--- config.mk ---
export PLATFORM = sky130hd
export DESIGN_NAME = port_address_config_loader
export DESIGN_NICKNAME = d
export VERILOG_FILES = /design/src/hdl/port_cfg_pkg.sv /design/src/hdl/port_address_config_loader.sv /design/src/hdl/cfg_eeprom.sv
export SDC_FILE = /design/constraint.sdc
export NUM_CORES = 1
export LEC_CHECK = 0
export ABC_AREA = 1
export BUFFER_PORTS_ARGS = -buffer_cell sky130_fd_sc_hd__clkbuf_2
export CAP_MARGIN = 5
export CORE_MARGIN = 2
export CORE_UTILIZATION = 62
export CTS_BUF_LIST = sky130_fd_sc_hd__clkbuf_4
export CTS_CLUSTER_SIZE = 40
export DETAILED_ROUTE_END_ITERATION = 10
export GPL_TIMING_DRIVEN = 0
export PLACE_DENSITY = 0.82
export SYNTH_ARGS = -nofsm -noshare
export SYNTH_HDL_FRONTEND = slang
export SYNTH_HIERARCHICAL = 1
export SYNTH_SLANG_ARGS = --single-unit
--- constraint.sdc ---
create_clock -name i_sys_clk -period 5.95 [get_ports i_sys_clk]
set_input_delay 0.2975 -clock i_sys_clk [delete_from_list [all_inputs] [get_ports i_sys_clk]]
set_output_delay 0.2975 -clock i_sys_clk [all_outputs]
set_load 0.02 [all_outputs]
--- src/hdl/port_cfg_pkg.sv ---
// Purpose: shared constants and types for the port address configuration loader
// Assumes: isa-style i/o bus, 10-bit decoded address, byte-wide data
// Notes:   offsets are byte offsets inside the decoded blocks
package port_cfg_pkg;
    localparam int unsigned NUM_CHAN        = 8;
    localparam int unsigned NUM_IRQ_SLOT    = 5;
    localparam int unsigned ADDR_W          = 10;
    localparam int unsigned ROM_DEPTH       = 16;
    localparam int unsigned ROM_AW          = 4;
    // control block register offsets (a4..a0)
    localparam logic [4:0]  OFS_LOC_SELECT  = 5'h01;
    localparam logic [4:0]  OFS_WRITE_DATA  = 5'h02;
    localparam logic [4:0]  OFS_LOAD_TRIG   = 5'h03;
    // eeprom map
    localparam logic [3:0]  LOC_ADDR_FIRST  = 4'h1;
    localparam logic [3:0]  LOC_IRQ_FIRST   = 4'h9;
    localparam logic [3:0]  LOC_IRQ_SHARED  = 4'hd;
    localparam logic [3:0]  LOC_LAST        = 4'hd;
    // port decode: byte compares a9..a3
    localparam int unsigned PORT_SHIFT      = 3;
    localparam int unsigned CTRL_SHIFT      = 5;
    // status register alias offset above channel a
    localparam logic [10:0] STATUS_ALIAS    = 11'h400;
    localparam logic [9:0]  PORT_MIN        = 10'h100;
    localparam logic [9:0]  PORT_MAX        = 10'h3f8;
    // legal interrupt levels, one bit per level number
    localparam logic [15:0] IRQ_LEGAL_MASK  = 16'h0cac;
    localparam logic [3:0]  IRQ_NONE        = 4'h0;
    // eeprom write cycle time and its cycle count at 100 mhz
    localparam int unsigned CLK_MHZ         = 100;
    localparam int unsigned EE_WRITE_NS     = 100;
    localparam int unsigned EE_WRITE_CYC    = (EE_WRITE_NS * CLK_MHZ + 999) / 1000;

    typedef struct packed {
        logic [ADDR_W-1:0] addr;
        logic              rd;
        logic              wr;
        logic [7:0]        wdata;
    } io_req_s;

    typedef struct packed {
        logic       hit;
        logic [2:0] reg_sel;
    } port_sel_s;
endpackage

--- src/hdl/port_address_config_loader.sv ---
// Purpose: control block decode, eeprom programming and port decode load
// Assumes: host drives a10..a0 with one-cycle rd/wr strobes on i_sys_clk
// Notes:   uart register sets themselves live outside this block
//          a control block hit beats a port hit at the same address
//          a load walks locations 1..d at two clocks each
`timescale 1ns/100ps
`default_nettype none
// Overview of operation
// - port bases span 100 to 3f8 hex
// - control block from jumpers, ports from eeprom
// - sharing register placed relative to channel a
// - stored byte is base/8, compared a9..a3
// - absent jumper one, fitted jumper zero
// - jumpers weigh 200,100,80,40,20 hex
// - low address lines select inner registers
// - data write stores at selected location
// - offset 3 write reloads all entries
// - same load runs after power-on
// - locations 1..8 hold channel a..h bases
// - 9..c irq a..d, d shared e..h
// - disable jumper hides ports, keeps control
// - jumper removed: ports at loaded addresses
// - only irq 2,3,5,7,10,11 routable
// - status register at channel a plus 400
module port_address_config_loader #(
    parameter int unsigned NUM_CHAN  = port_cfg_pkg::NUM_CHAN,
    parameter int unsigned WRITE_CYC = port_cfg_pkg::EE_WRITE_CYC
) (
    input  wire logic                        i_sys_clk,
    input  wire logic                        i_rst,
    input  wire logic                        i_ce,
    input  wire port_cfg_pkg::io_req_s       i_io,
    input  wire logic [10:10]                i_addr_hi,
    input  wire logic [4:0]                  i_addr_jumper_n,
    input  wire logic                        i_port_disable_jumper_n,
    output logic                             o_ctrl_sel,
    output logic [7:0]                       o_rdata,
    output logic                             o_rdata_oe,
    output port_cfg_pkg::port_sel_s          o_port_sel [NUM_CHAN],
    output logic                             o_status_sel,
    output logic [3:0]                       o_chan_irq [NUM_CHAN],
    output logic                             o_loading,
    output logic                             o_loaded
);
    typedef enum logic [3:0] {
        ST_IDLE  = 4'b0001,
        ST_ADDR  = 4'b0010,
        ST_CATCH = 4'b0100,
        ST_DONE  = 4'b1000
    } load_state_e;

    // pin synchronisers: three stages, change taken once stages two and three agree
    logic [4:0] jmp_s1_reg, jmp_s2_reg, jmp_s3_reg, jmp_reg;
    logic       dis_s1_reg, dis_s2_reg, dis_s3_reg, dis_reg;

    // reset reads every jumper absent and the disable jumper fitted, so ports start hidden
    always_ff @(posedge i_sys_clk) begin
        if (i_rst) begin
            jmp_s1_reg <= 5'h1f;
            jmp_s2_reg <= 5'h1f;
            jmp_s3_reg <= 5'h1f;
            jmp_reg    <= 5'h1f;
            dis_s1_reg <= 1'b0;
            dis_s2_reg <= 1'b0;
            dis_s3_reg <= 1'b0;
            dis_reg    <= 1'b0;
        end else if (i_ce) begin
            jmp_s1_reg <= i_addr_jumper_n;
            jmp_s2_reg <= jmp_s1_reg;
            jmp_s3_reg <= jmp_s2_reg;
            // whole-vector agreement: a half-moved jumper set is never decoded
            if (jmp_s2_reg == jmp_s3_reg) begin
                jmp_reg <= jmp_s3_reg;
            end
            dis_s1_reg <= i_port_disable_jumper_n;
            dis_s2_reg <= dis_s1_reg;
            dis_s3_reg <= dis_s2_reg;
            if (dis_s2_reg == dis_s3_reg) begin
                dis_reg <= dis_s3_reg;
            end
        end
    end

    // control block decode: open jumper reads 1, matched to a9..a5
    logic ctrl_hit;
    logic [4:0] ctrl_ofs;
    assign ctrl_hit = (i_addr_hi == 1'b0) &&
                      (i_io.addr[9:port_cfg_pkg::CTRL_SHIFT] == jmp_reg);
    assign ctrl_ofs = i_io.addr[4:0];
    assign o_ctrl_sel = ctrl_hit;

    // one decoder for every control block strobe keeps the offset map in one place
    logic loc_wr;
    logic loc_rd;
    logic ee_wr;
    logic load_req;
    always_comb begin
        loc_wr   = 1'b0;
        loc_rd   = 1'b0;
        ee_wr    = 1'b0;
        load_req = 1'b0;
        if (ctrl_hit) begin
            case (ctrl_ofs)
                port_cfg_pkg::OFS_LOC_SELECT: begin
                    loc_wr = i_io.wr;
                    loc_rd = i_io.rd;
                end
                port_cfg_pkg::OFS_WRITE_DATA: begin
                    ee_wr = i_io.wr;
                end
                port_cfg_pkg::OFS_LOAD_TRIG: begin
                    load_req = i_io.wr;
                end
                default: begin
                    // offset 0 and 4..31 are reserved: reads float, writes vanish
                    loc_rd = 1'b0;
                end
            endcase
        end
    end

    // location select register, readable back
    logic [7:0] loc_sel_reg;
    always_ff @(posedge i_sys_clk) begin
        if (i_rst) begin
            loc_sel_reg <= 8'h00;
        end else if (i_ce && loc_wr) begin
            loc_sel_reg <= i_io.wdata;
        end
    end

    // reads: only the location select answers; other offsets float the data bus
    always_ff @(posedge i_sys_clk) begin
        if (i_rst) begin
            o_rdata    <= 8'h00;
            o_rdata_oe <= 1'b0;
        end else if (i_ce) begin
            o_rdata_oe <= loc_rd;
            // data follows the location select every cycle; only the enable marks a read
            o_rdata    <= loc_sel_reg;
        end
    end

    // loader walks locations 1..d, one byte per two cycles
    load_state_e state_reg;
    logic [3:0]  loc_reg;
    logic [7:0]  ee_rdata;
    logic        ee_busy;
    logic        pend_reg;
    logic [3:0]  rd_loc;

    assign rd_loc = loc_reg;

    logic walk_last;
    assign walk_last = (loc_reg == port_cfg_pkg::LOC_LAST);

    // the write port takes the low four bits of the select; higher bits are ignored
    cfg_eeprom #(
        .WRITE_CYC (WRITE_CYC)
    ) u_store (
        .i_sys_clk (i_sys_clk),
        .i_rst     (i_rst),
        .i_ce      (i_ce),
        .i_wr      (ee_wr),
        .i_waddr   (loc_sel_reg[3:0]),
        .i_wdata   (i_io.wdata),
        .i_raddr   (rd_loc),
        .o_rdata   (ee_rdata),
        .o_busy    (ee_busy)
    );

    // pending load: set by trigger or power-on, wins over the clear at start
    always_ff @(posedge i_sys_clk) begin
        if (i_rst) begin
            pend_reg <= 1'b1;
        end else if (i_ce) begin
            if (load_req) begin
                pend_reg <= 1'b1;
            end else if (state_reg == ST_IDLE && !ee_busy) begin
                pend_reg <= 1'b0;
            end
        end
    end

    always_ff @(posedge i_sys_clk) begin
        if (i_rst) begin
            state_reg <= ST_IDLE;
            loc_reg   <= port_cfg_pkg::LOC_ADDR_FIRST;
        end else if (i_ce) begin
            case (state_reg)
                ST_IDLE: begin
                    // waits out an eeprom write so the load never sees a half-written cell
                    if (pend_reg && !ee_busy) begin
                        state_reg <= ST_ADDR;
                        loc_reg   <= port_cfg_pkg::LOC_ADDR_FIRST;
                    end
                end
                ST_ADDR: begin
                    // the store's read port needs this cycle to present the addressed byte
                    state_reg <= ST_CATCH;
                end
                ST_CATCH: begin
                    if (walk_last) begin
                        state_reg <= ST_DONE;
                    end else begin
                        loc_reg   <= loc_reg + 4'h1;
                        state_reg <= ST_ADDR;
                    end
                end
                ST_DONE: begin
                    // one closing cycle, in which the loaded flag is set
                    state_reg <= ST_IDLE;
                end
                default: begin
                    state_reg <= ST_IDLE;
                end
            endcase
        end
    end

    // loading stays high from the first address cycle to the closing cycle
    assign o_loading = (state_reg != ST_IDLE);

    // stays set through later reloads, so ports keep answering while a reload walks
    logic loaded_reg;
    always_ff @(posedge i_sys_clk) begin
        if (i_rst) begin
            loaded_reg <= 1'b0;
        end else if (i_ce && state_reg == ST_DONE) begin
            loaded_reg <= 1'b1;
        end
    end
    assign o_loaded = loaded_reg;

    // only bits 6..0 of a loaded byte count; a base below 100 hex never decodes, so it cannot shadow system devices
    function automatic logic base_in_span(input logic [6:0] b);
        logic [9:0] a;
        a = {b, 3'h0};
        return (a >= port_cfg_pkg::PORT_MIN) && (a <= port_cfg_pkg::PORT_MAX);
    endfunction

    logic capture;
    assign capture = i_ce && state_reg == ST_CATCH;

    // working decode registers
    logic [6:0] base_reg [NUM_CHAN];
    logic [3:0] irq_reg  [port_cfg_pkg::NUM_IRQ_SLOT];

    genvar g;
    generate
        for (g = 0; g < NUM_CHAN; g++) begin : g_chan
            localparam logic [3:0] MY_LOC = 4'(port_cfg_pkg::LOC_ADDR_FIRST + g);
            // channels past the fourth all take the last, shared slot
            localparam int unsigned IRQ_SLOT = (g < port_cfg_pkg::NUM_IRQ_SLOT - 1) ?
                                               g : port_cfg_pkg::NUM_IRQ_SLOT - 1;
            logic in_range;
            logic match;

            always_ff @(posedge i_sys_clk) begin
                if (i_rst) begin
                    // zero lies below the legal span, so a reset channel decodes nowhere
                    base_reg[g] <= 7'h00;
                end else if (capture && loc_reg == MY_LOC) begin
                    base_reg[g] <= ee_rdata[6:0];
                end
            end

            assign in_range = base_in_span(base_reg[g]);
            assign match = (i_addr_hi == 1'b0) &&
                           (i_io.addr[9:port_cfg_pkg::PORT_SHIFT] == base_reg[g]);
            // the control block wins so it stays reachable over a misloaded port
            assign o_port_sel[g].hit = match && in_range && dis_reg && loaded_reg
                                       && !ctrl_hit;
            assign o_port_sel[g].reg_sel = i_io.addr[2:0];
            assign o_chan_irq[g] = irq_reg[IRQ_SLOT];
        end

        for (g = 0; g < port_cfg_pkg::NUM_IRQ_SLOT; g++) begin : g_irq
            localparam logic [3:0] MY_LOC = 4'(port_cfg_pkg::LOC_IRQ_FIRST + g);
            always_ff @(posedge i_sys_clk) begin
                if (i_rst) begin
                    irq_reg[g] <= port_cfg_pkg::IRQ_NONE;
                end else if (capture && loc_reg == MY_LOC) begin
                    // a level outside the routable set leaves the channel unrouted
                    if (ee_rdata[7:4] == 4'h0 &&
                        port_cfg_pkg::IRQ_LEGAL_MASK[ee_rdata[3:0]]) begin
                        irq_reg[g] <= ee_rdata[3:0];
                    end else begin
                        irq_reg[g] <= port_cfg_pkg::IRQ_NONE;
                    end
                end
            end
        end
    endgenerate

    // status register answers at channel a base plus 400 hex
    assign o_status_sel = (i_addr_hi == 1'b1) &&
                          (i_io.addr[9:port_cfg_pkg::PORT_SHIFT] == base_reg[0]) &&
                          base_in_span(base_reg[0]) && dis_reg && loaded_reg;
endmodule // port_address_config_loader
`default_nettype wire

--- src/hdl/cfg_eeprom.sv ---
// Purpose: on-board configuration store with write busy time
// Assumes: single clock, synchronous reset
// Notes:   contents survive reset like a real nonvolatile part
`timescale 1ns/100ps
`default_nettype none
module cfg_eeprom #(
    parameter int unsigned WRITE_CYC = port_cfg_pkg::EE_WRITE_CYC
) (
    input  wire logic                            i_sys_clk,
    input  wire logic                            i_rst,
    input  wire logic                            i_ce,
    input  wire logic                            i_wr,
    input  wire logic [port_cfg_pkg::ROM_AW-1:0] i_waddr,
    input  wire logic [7:0]                      i_wdata,
    input  wire logic [port_cfg_pkg::ROM_AW-1:0] i_raddr,
    output logic      [7:0]                      o_rdata,
    output logic                                 o_busy
);
    logic [7:0]  mem [port_cfg_pkg::ROM_DEPTH];
    logic [15:0] busy_cnt_reg;

    // no reset on the array: the store is nonvolatile
    always_ff @(posedge i_sys_clk) begin
        if (i_ce && i_wr && !o_busy) begin
            mem[i_waddr] <= i_wdata;
        end
        if (i_ce) begin
            o_rdata <= mem[i_raddr];
        end
    end

    always_ff @(posedge i_sys_clk) begin
        if (i_rst) begin
            busy_cnt_reg <= 16'h0000;
        end else if (i_ce) begin
            if (i_wr && !o_busy) begin
                busy_cnt_reg <= 16'(WRITE_CYC);
            end else if (busy_cnt_reg != 16'h0000) begin
                busy_cnt_reg <= busy_cnt_reg - 16'h0001;
            end
        end
    end

    assign o_busy = (busy_cnt_reg != 16'h0000);
endmodule // cfg_eeprom
`default_nettype wire

==> results of run 1 <==
## report_power, final
group	leakage, uW	internal (uW)	switching [uW]
Clock	0.000545	866	747
Sequential	0.00256	2210	89.3
Combinational	0.00285	446	1020
## stage by stage
stage / power [uW] / hold slack (ps) / setup WS (ps)
6_report: 5390 / 45.8 / 2510
5_1_grt: 5660 / 37.2 / 2430
4_1_cts: 5370 / 2.58 / 2560
3_5_place_dp: 3770 / 423 / 2580
3_3_place_gp: 3710 / 411 / 2660
2_1_floorplan: 3360 / 367 / 3560
## metal layers
metal / up-vias / global-route usage, % / part of all wire, %
li1: 4804 / - / -
met1: 4765 / 34.7 / 37
met2: 544 / 48.9 / 50
met3: 99 / 5.62 / 9.1
met4: 0 / 15.0 / 3.7
met5: - / 0 / 0
## synth_stat cells, types with 14 or more instances
cell type  instances
xor2_1            24
nand4_1           29
nand3_1           54
o21ai_0          116
buf_2             14
edfxtp_1         212
dfxtp_1           67
buf_4             38
inv_1             80
o211ai_1          35
clkbuf_1          24
nand2_1          169
nor2_1           309
a21oi_1           32
## how the worst max path moves through the flow
stage	startpoint	end	slack [ps]
after global placement	i_io[16]	u_store/mem[7][7]	2660
after floorplan	i_io[15]	u_store/mem[0][0]	3560
final	jmp_reg[2]	u_store/mem[7][7]	2510
after detailed placement	i_io[16]	u_store/mem[7][7]	2580
after CTS	jmp_reg[2]	u_store/mem[7][2]	2560
after global routing	jmp_reg[2]	u_store/mem[4][4]	2430
## cell families (layout without fill, tap and decap cells)
logic type      count (synthesis)  in the layout  synth area share (%)
flops                         279            279                  60.4
simple gates                  614            614                  21.2
xor+xnor                       34             34                  2.33
fa+ha+maj                       5              5                 0.490
buf+inv                       185            420                  7.05
compound gates                197            197                  8.57
other cells                     0              1                     0
## worst max-delay path: cells and delay by family (launching register included)
family / cells / cell delay [ps]
simple gates: 9 / 2540
flops: 1 / 410
buf+inv: 1 / 60
## final cells by class
| class | count | area (um^2) | area share (%) |
|---|---|---|---|
| multi-input combinational | 850 | 4150 | 28.5 |
| timing repair buffer | 107 | 571 | 3.91 |
| inverter | 98 | 375 | 2.57 |
| sequential | 279 | 7710 | 52.9 |
| clock inverter | 21 | 106 | 0.729 |
| antenna | 1 | 2.50 | 0.0172 |
| buffer | 87 | 524 | 3.60 |
| clock buffer | 107 | 803 | 5.51 |
| tap | 270 | 338 | 2.32 |
==> impl_metrics.csv, run 1 <==
group,metric,value,unit
outcome,status,"complete, no violations",
setup_path,worstReg2RegEnd,"u_store/mem[7][7]",
sta,min_period,3440,ps
synth,synth_seq_area_share,60.4,%
clock_network,cts_buffer_depth,3,
floorplanning,core-area,0.0202,mm^2
synth,ys.flop_type,"edfxtp_1",
route,drc_errors,0,
clock_network,clk_pin_slew,70,ps
floorplanning,num_rows,52,
synth,syn_nets,1349,
run,cap_violations,0,
sta,fmax,291,MHz
setup_path,path_cells,"inv_1 -> nand2_1 -> nand2_4 -> nor2_8 -> nand3_4 -> nor3_1 -> nand2_1 -> nor2_2 -> nand3_1 -> nor2_1",
setup_path,cp-end-kind,"flop",
global_routing,antenna_found_initial,1,
setup_path,critical_path_class,"reg2reg",
cells_and_area,drive_above_1_share,21.5,%
setup_path,reg2regPathDepth,10,
clock_network,post_cts_buffers,0,
route,drt_wl_total,31300,um
setup_path,max_stage_delay,780,ps
synth,yosys-top-cells-area,"edfxtp_1 (50%), dfxtp_1 (11%), nor2_1 (9.1%)",
place,gp_congestion,0.901,
min_path,hold_start,"i_rst",
synth,synthesis.area,0.0128,mm^2
global_routing,overflow,0,
place,post-place-cells,1684,
global_routing,grt_pass1_wl,48200,um
sta,setup_tns,0,ps
sta,tightest_slew,1130,ps
synth,synth-seq-cells,279,
sta,relSlewSlack,24.2,%
clock_network,cts_hold_buffers,7,
synth,yosysTopAreaCellShare,49.9,%
synth,synthArstFlopShare,0,%
floorplanning,start_util,63.1,%
floorplanning,io-pin-count,107,
sta,rsz0062_at_grt,"false",
route,vias_per_cell,5.61,
cells_and_area,final_cell_mix,"nor2_1 (309), edfxtp_1 (212), nand2_1 (169), o21ai_0 (116), clkbuf_4 (107)",
cells_and_area,largest_reg_flops,128,
route,firstDrtPassIters,5,
synth,synth.largest_area_cell,"edfxtp_1",
cells_and_area,num-fill-cells,1467,
cells_and_area,fin_area,0.0146,mm^2
cells_and_area,final_common_cell,"nor2_1",
floorplanning,dieWidth,147,um
clock_network,cts_tree,"built",
setup_path,worst_ep_arrival_time,3700,ps
clock_network,cts_num_sinks,279,
place,hpwl,21100,um
setup_path,slowest_stage,"nor2_1",
global_routing,grt_max_degree,18,
floorplanning,die_area,0.0217,mm^2
clock_network,h-tree-depth,3,
power_and_ir_drop,power_density,369,mW/mm^2
global_routing,track_usage,28.6,%
setup_path,r2r_start,"jmp_reg[2]",
setup_path,rrSetupSlack,2510,ps
setup_path,worstSetupStartpointType,"flop",
synth,yosys_warnings,6,
synth,yosysUniqueCellTypes,39,
power_and_ir_drop,vdd_drop_max,0.000263,V
cells_and_area,area_growth,14.3,%
min_path,hp-class,"in2reg",
clock_network,cts_made_buffers,72,
clock_network,worstSkewPairLatency,670,ps
route,post_drt_wl_per_cell,17.2,um
synth,syn_inst,1314,
cells_and_area,nets,1530,
setup_path,crit_required,6210,ps
setup_path,crit_fanout,10,
route,vias,10200,
power_and_ir_drop,p_leak,0.00596,uW
min_path,whs_endpoint,"u_store/busy_cnt_reg[8]",
sta,maxSlewViolCount,0,
min_path,hold_depth,2,
sta,hold_violations,0,
sta,setup_viol,0,
place,placed_cell_area,0.0136,mm^2
clock_network,root_buffer,"clkbuf_4",
route,ant_nets,0,
sta,fin_crit_sh,57.8,%
sta,skew,43.8,ps
route,drt_iter0_markers,867,
place,port_buffers,100,
floorplanning,die_h,147,um
clock_network,cts-resized-gates,0,
cells_and_area,finalNonFillerCells,1820,
global_routing,grt_pass1_vias,9755,
synth,syn_avg_cell_area,9.71,um^2
cells_and_area,post-route-util,72.1,%
setup_path,cp_common_cell,"nand2_1",
synth,synth_edf_count,212,
Note: power is estimated with default switching activity, not from simulation.
==> inputs of run 2 (changes only) <==
--- a/config.mk
+++ b/config.mk
@@ -5,16 +5,16 @@
 export SDC_FILE = /design/constraint.sdc
 export NUM_CORES = 1
 export LEC_CHECK = 0
-export ABC_AREA = 1
+export ABC_AREA = 0
 export BUFFER_PORTS_ARGS = -buffer_cell sky130_fd_sc_hd__clkbuf_2
 export CAP_MARGIN = 5
 export CORE_MARGIN = 2
-export CORE_UTILIZATION = 62
+export CORE_UTILIZATION = 56
 export CTS_BUF_LIST = sky130_fd_sc_hd__clkbuf_4
 export CTS_CLUSTER_SIZE = 40
 export DETAILED_ROUTE_END_ITERATION = 10
 export GPL_TIMING_DRIVEN = 0
-export PLACE_DENSITY = 0.82
+export PLACE_DENSITY = 0.79
 export SYNTH_ARGS = -nofsm -noshare
 export SYNTH_HDL_FRONTEND = slang
 export SYNTH_HIERARCHICAL = 1
==> constraint.sdc (replaced) <==
create_clock -name i_sys_clk -period 2.9 [get_ports i_sys_clk]
set_input_delay 0.145 -clock i_sys_clk [delete_from_list [all_inputs] [get_ports i_sys_clk]]
set_output_delay 0.145 -clock i_sys_clk [all_outputs]
set_load 0.02 [all_outputs]
==> run 2 against run 1 <==
Compared with the run above:
- count of clock-buffer cells in the layout decreased by 1
- sequential share of layout area decreased by 1.5 points
- largest cell class unchanged
- power increased by 80%
==> impl_metrics.csv, run 2 <==
group,metric,value,unit
outcome,status,"complete, no violations",
synth,synthTopCellsByCount,"edfxtp_1 (212), and2_1 (79), dfxtp_1 (67), xnor2_1 (51), nor2_1 (48)",
global_routing,antenna_found_initial,1,
cells_and_area,largest_reg_flops,128,
min_path,whs_endpoint,"jmp_s1_reg[4]",
global_routing,grt_pass1_wl,44300,um
clock_network,root_buffer,"clkbuf_4",
synth,ys.flop_type,"edfxtp_1",
setup_path,max_stage_delay,330,ps
min_path,hold_depth,4,
sta,fin_crit_sh,99.7,%
synth,synth-seq-cells,279,
synth,synth.largest_area_cell,"edfxtp_1",
power_and_ir_drop,p_comb_share,16.4,%
global_routing,overflow,0,
sta,tightest_slew,1070,ps
route,drc_errors,0,
global_routing,grt_max_degree,18,
synth,yosysUniqueCellTypes,69,
power_and_ir_drop,p_seq_share,47.5,%
power_and_ir_drop,vdd_drop_max,0.000476,V
cells_and_area,fin_area,0.0150,mm^2
floorplanning,num_rows,54,
sta,min_period,2890,ps
clock_network,cts_num_sinks,279,
route,firstDrtPassIters,5,
sta,setup_ws,7.53,ps
synth,syn_nets,926,
clock_network,cts_tree,"built",
clock_network,clk_pin_slew,70,ps
synth,synthArstFlopShare,0,%
power_and_ir_drop,p_switching,2650,uW
setup_path,slowest_stage,"dfxtp_1",
route,drt_iter0_markers,571,
sta,skew,42.7,ps
run,cap_violations,0,
floorplanning,die_h,153,um
place,port_buffers,101,
route,drt_wl_total,28800,um
power_and_ir_drop,power_density,647,mW/mm^2
global_routing,grt_pass1_vias,8193,
clock_network,h-tree-depth,3,
clock_network,cts_made_buffers,71,
route,vias_per_cell,5.65,
sta,hold_violations,0,
sta,maxSlewViolCount,0,
cells_and_area,final_cell_mix,"edfxtp_1 (212), clkbuf_4 (106), clkbuf_2 (101), and2_1 (79), dfxtp_1 (67)",
floorplanning,start_util,56.9,%
cells_and_area,drive_above_1_share,33.0,%
cells_and_area,area_growth,20.8,%
sta,setup_tns,0,ps
place,placed_cell_area,0.0134,mm^2
synth,synthMostInstantiatedCell,"edfxtp_1",
synth,yosys_warnings,6,
cells_and_area,final_common_cell,"edfxtp_1",
route,post_drt_wl_per_cell,19.9,um
setup_path,crit_fanout,8,
place,dpl_worst_slack,-811,ps
setup_path,path_cells,"xnor2_1 -> and4_4 -> nand2_1 -> nor3_4 -> and3_1 -> nand4_1 -> or2_1 -> buf_6 -> nor4_4 -> buf_12",
setup_path,reg2regPathDepth,10,
setup_path,cp_top_family,"simple AND/OR/NAND/NOR gates",
cells_and_area,nets,1151,
clock_network,worstSkewPairLatency,680,ps
floorplanning,io-pin-count,107,
setup_path,r2r_start,"jmp_reg[0]",
synth,synth_edf_count,212,
floorplanning,core-area,0.0218,mm^2
floorplanning,dieWidth,153,um
synth,synthesis.area,0.0124,mm^2
synth,syn_avg_cell_area,13.9,um^2
power_and_ir_drop,power.internal,7060,uW
route,vias,8168,
power_and_ir_drop,total_power,9710,uW
power_and_ir_drop,sw_frac_of_total,27.2,%
route,ant_nets,0,
setup_path,crit_required,3280,ps
sta,setup_viol,0,
floorplanning,die_area,0.0234,mm^2
setup_path,worst_ep_arrival_time,3270,ps
min_path,hp-class,"in2reg",
synth,yosys-top-cells-area,"edfxtp_1 (51%), dfxtp_1 (11%), mux4_2 (7.3%)",
cells_and_area,num-fill-cells,1507,
cells_and_area,finalNonFillerCells,1446,
sta,relSlewSlack,28.8,%
power_and_ir_drop,p_leak,0.00555,uW
synth,yosysTopAreaCellShare,51.3,%
global_routing,track_usage,24.5,%
min_path,hold_start,"i_addr_jumper_n[4]",
place,hpwl,17800,um
setup_path,worstReg2RegEnd,"u_store/mem[2][5]",
setup_path,critical_path_class,"reg2reg",
sta,fmax,346,MHz
clock_network,cts_buffer_depth,3,
setup_path,rrSetupSlack,8,ps
synth,synth_seq_area_share,62.1,%
setup_path,cp-end-kind,"flop",
setup_path,worstSetupStartpointType,"flop",
place,gp_congestion,0.798,
synth,syn_inst,891,
setup_path,critPathBufInv,2,
place,post-place-cells,1272,
power_and_ir_drop,p_clk_share,36.1,%
run 2: cell types whose count changed after synthesis, sizes merged, moves of 31 or more:
| cell | before | now |
|---|---|---|
| and2 | 0 | 79 |
| inv | 95 | 14 |
| mux2i | 0 | 31 |
| mux4 | 0 | 40 |
| nand2 | 182 | 37 |
| nand3 | 63 | 15 |
| nor2 | 327 | 58 |
| o211ai | 35 | 3 |
| o21ai | 120 | 20 |
| xnor2 | 10 | 51 |
run 2: through the flow:
stage	hold slack (ps)	utilization [%]
5_1_grt	227	68.7
2_1_floorplan	214	-
3_5_place_dp	365	61.2
4_1_cts	125	68.3
3_3_place_gp	358	61.2
6_report	246	68.7
run 2: worst max-delay path by stage:
stage,start,slack [ps],depth (start not counted),to
after global routing,jmp_reg[4],-60,10,u_store/mem[2][3]
after global placement,i_io[16],-760,11,u_store/mem[1][5]
after floorplan,i_io[16],30,11,u_store/mem[3][0]
after detailed placement,i_io[16],-810,11,u_store/mem[1][5]
after CTS,jmp_reg[4],20,10,u_store/mem[0][2]
final,jmp_reg[0],8,10,u_store/mem[2][5]
run 2: kinds of logic (layout without fill, tap and decap cells):
| group | count (synthesis) | after routing | synth area share, % |
|---|---|---|---|
| mux | 71 | 71 | 9.75 |
| fa+ha+maj | 5 | 5 | 0.504 |
| buf+inv | 94 | 368 | 4.25 |
| other cells | 0 | 1 | 0 |
| xor+xnor | 68 | 68 | 4.80 |
| flops | 279 | 279 | 62.1 |
| compound gates | 77 | 77 | 4.28 |
| simple gates | 297 | 297 | 14.4 |
run 2: power by group through the flow:
stage	clock network (uW)	logic, uW	registers, uW
global route	3790	1720	4630
detailed placement	0	1520	4700
CTS	3550	1560	4610
finish	3500	1590	4620
global placement	0	1490	4690
floorplan	0	1190	4670
run 2: what timing repair did:
action / CTS / global route
gates resized for setup: 17 / 5
setup buffers: 18 / 8
hold buffers: 26 / 0
cloned: 0 / 0
endpoints found under the setup margin: 137 / 133
pin swaps: 16 / 6
hold endpoints to repair: 158 / 0
run 2: layer usage:
layer	part of all wire, %	track usage [%]
met1	39	29.3
met2	52	42.9
met3	6.0	5.42
met4	3.1	10.7
met5	0	0
run 2: cell type report:
class | count | area (um^2) | share of cell area [%]
Multi-Input combinational cell | 518 | 4370 | 29.1
Antenna cell | 1 | 2.50 | 0.0167
Inverter | 15 | 56.3 | 0.375
Tap cell | 280 | 350 | 2.34
Clock buffer | 106 | 796 | 5.31
Clock inverter | 16 | 145 | 0.968
Timing Repair Buffer | 153 | 1110 | 7.37
Buffer | 78 | 470 | 3.14
Sequential cell | 279 | 7710 | 51.4
run 2: worst reg2reg max path, cell delays in order, from the launching register on:
cell     delay (ps)
dfxtp_1         330
xnor2_1         230
and4_4          280
nand2_1         130
nor3_4          310
and3_1          210
nand4_1         160
or2_1           310
buf_6           180
nor4_4          290
buf_12          180
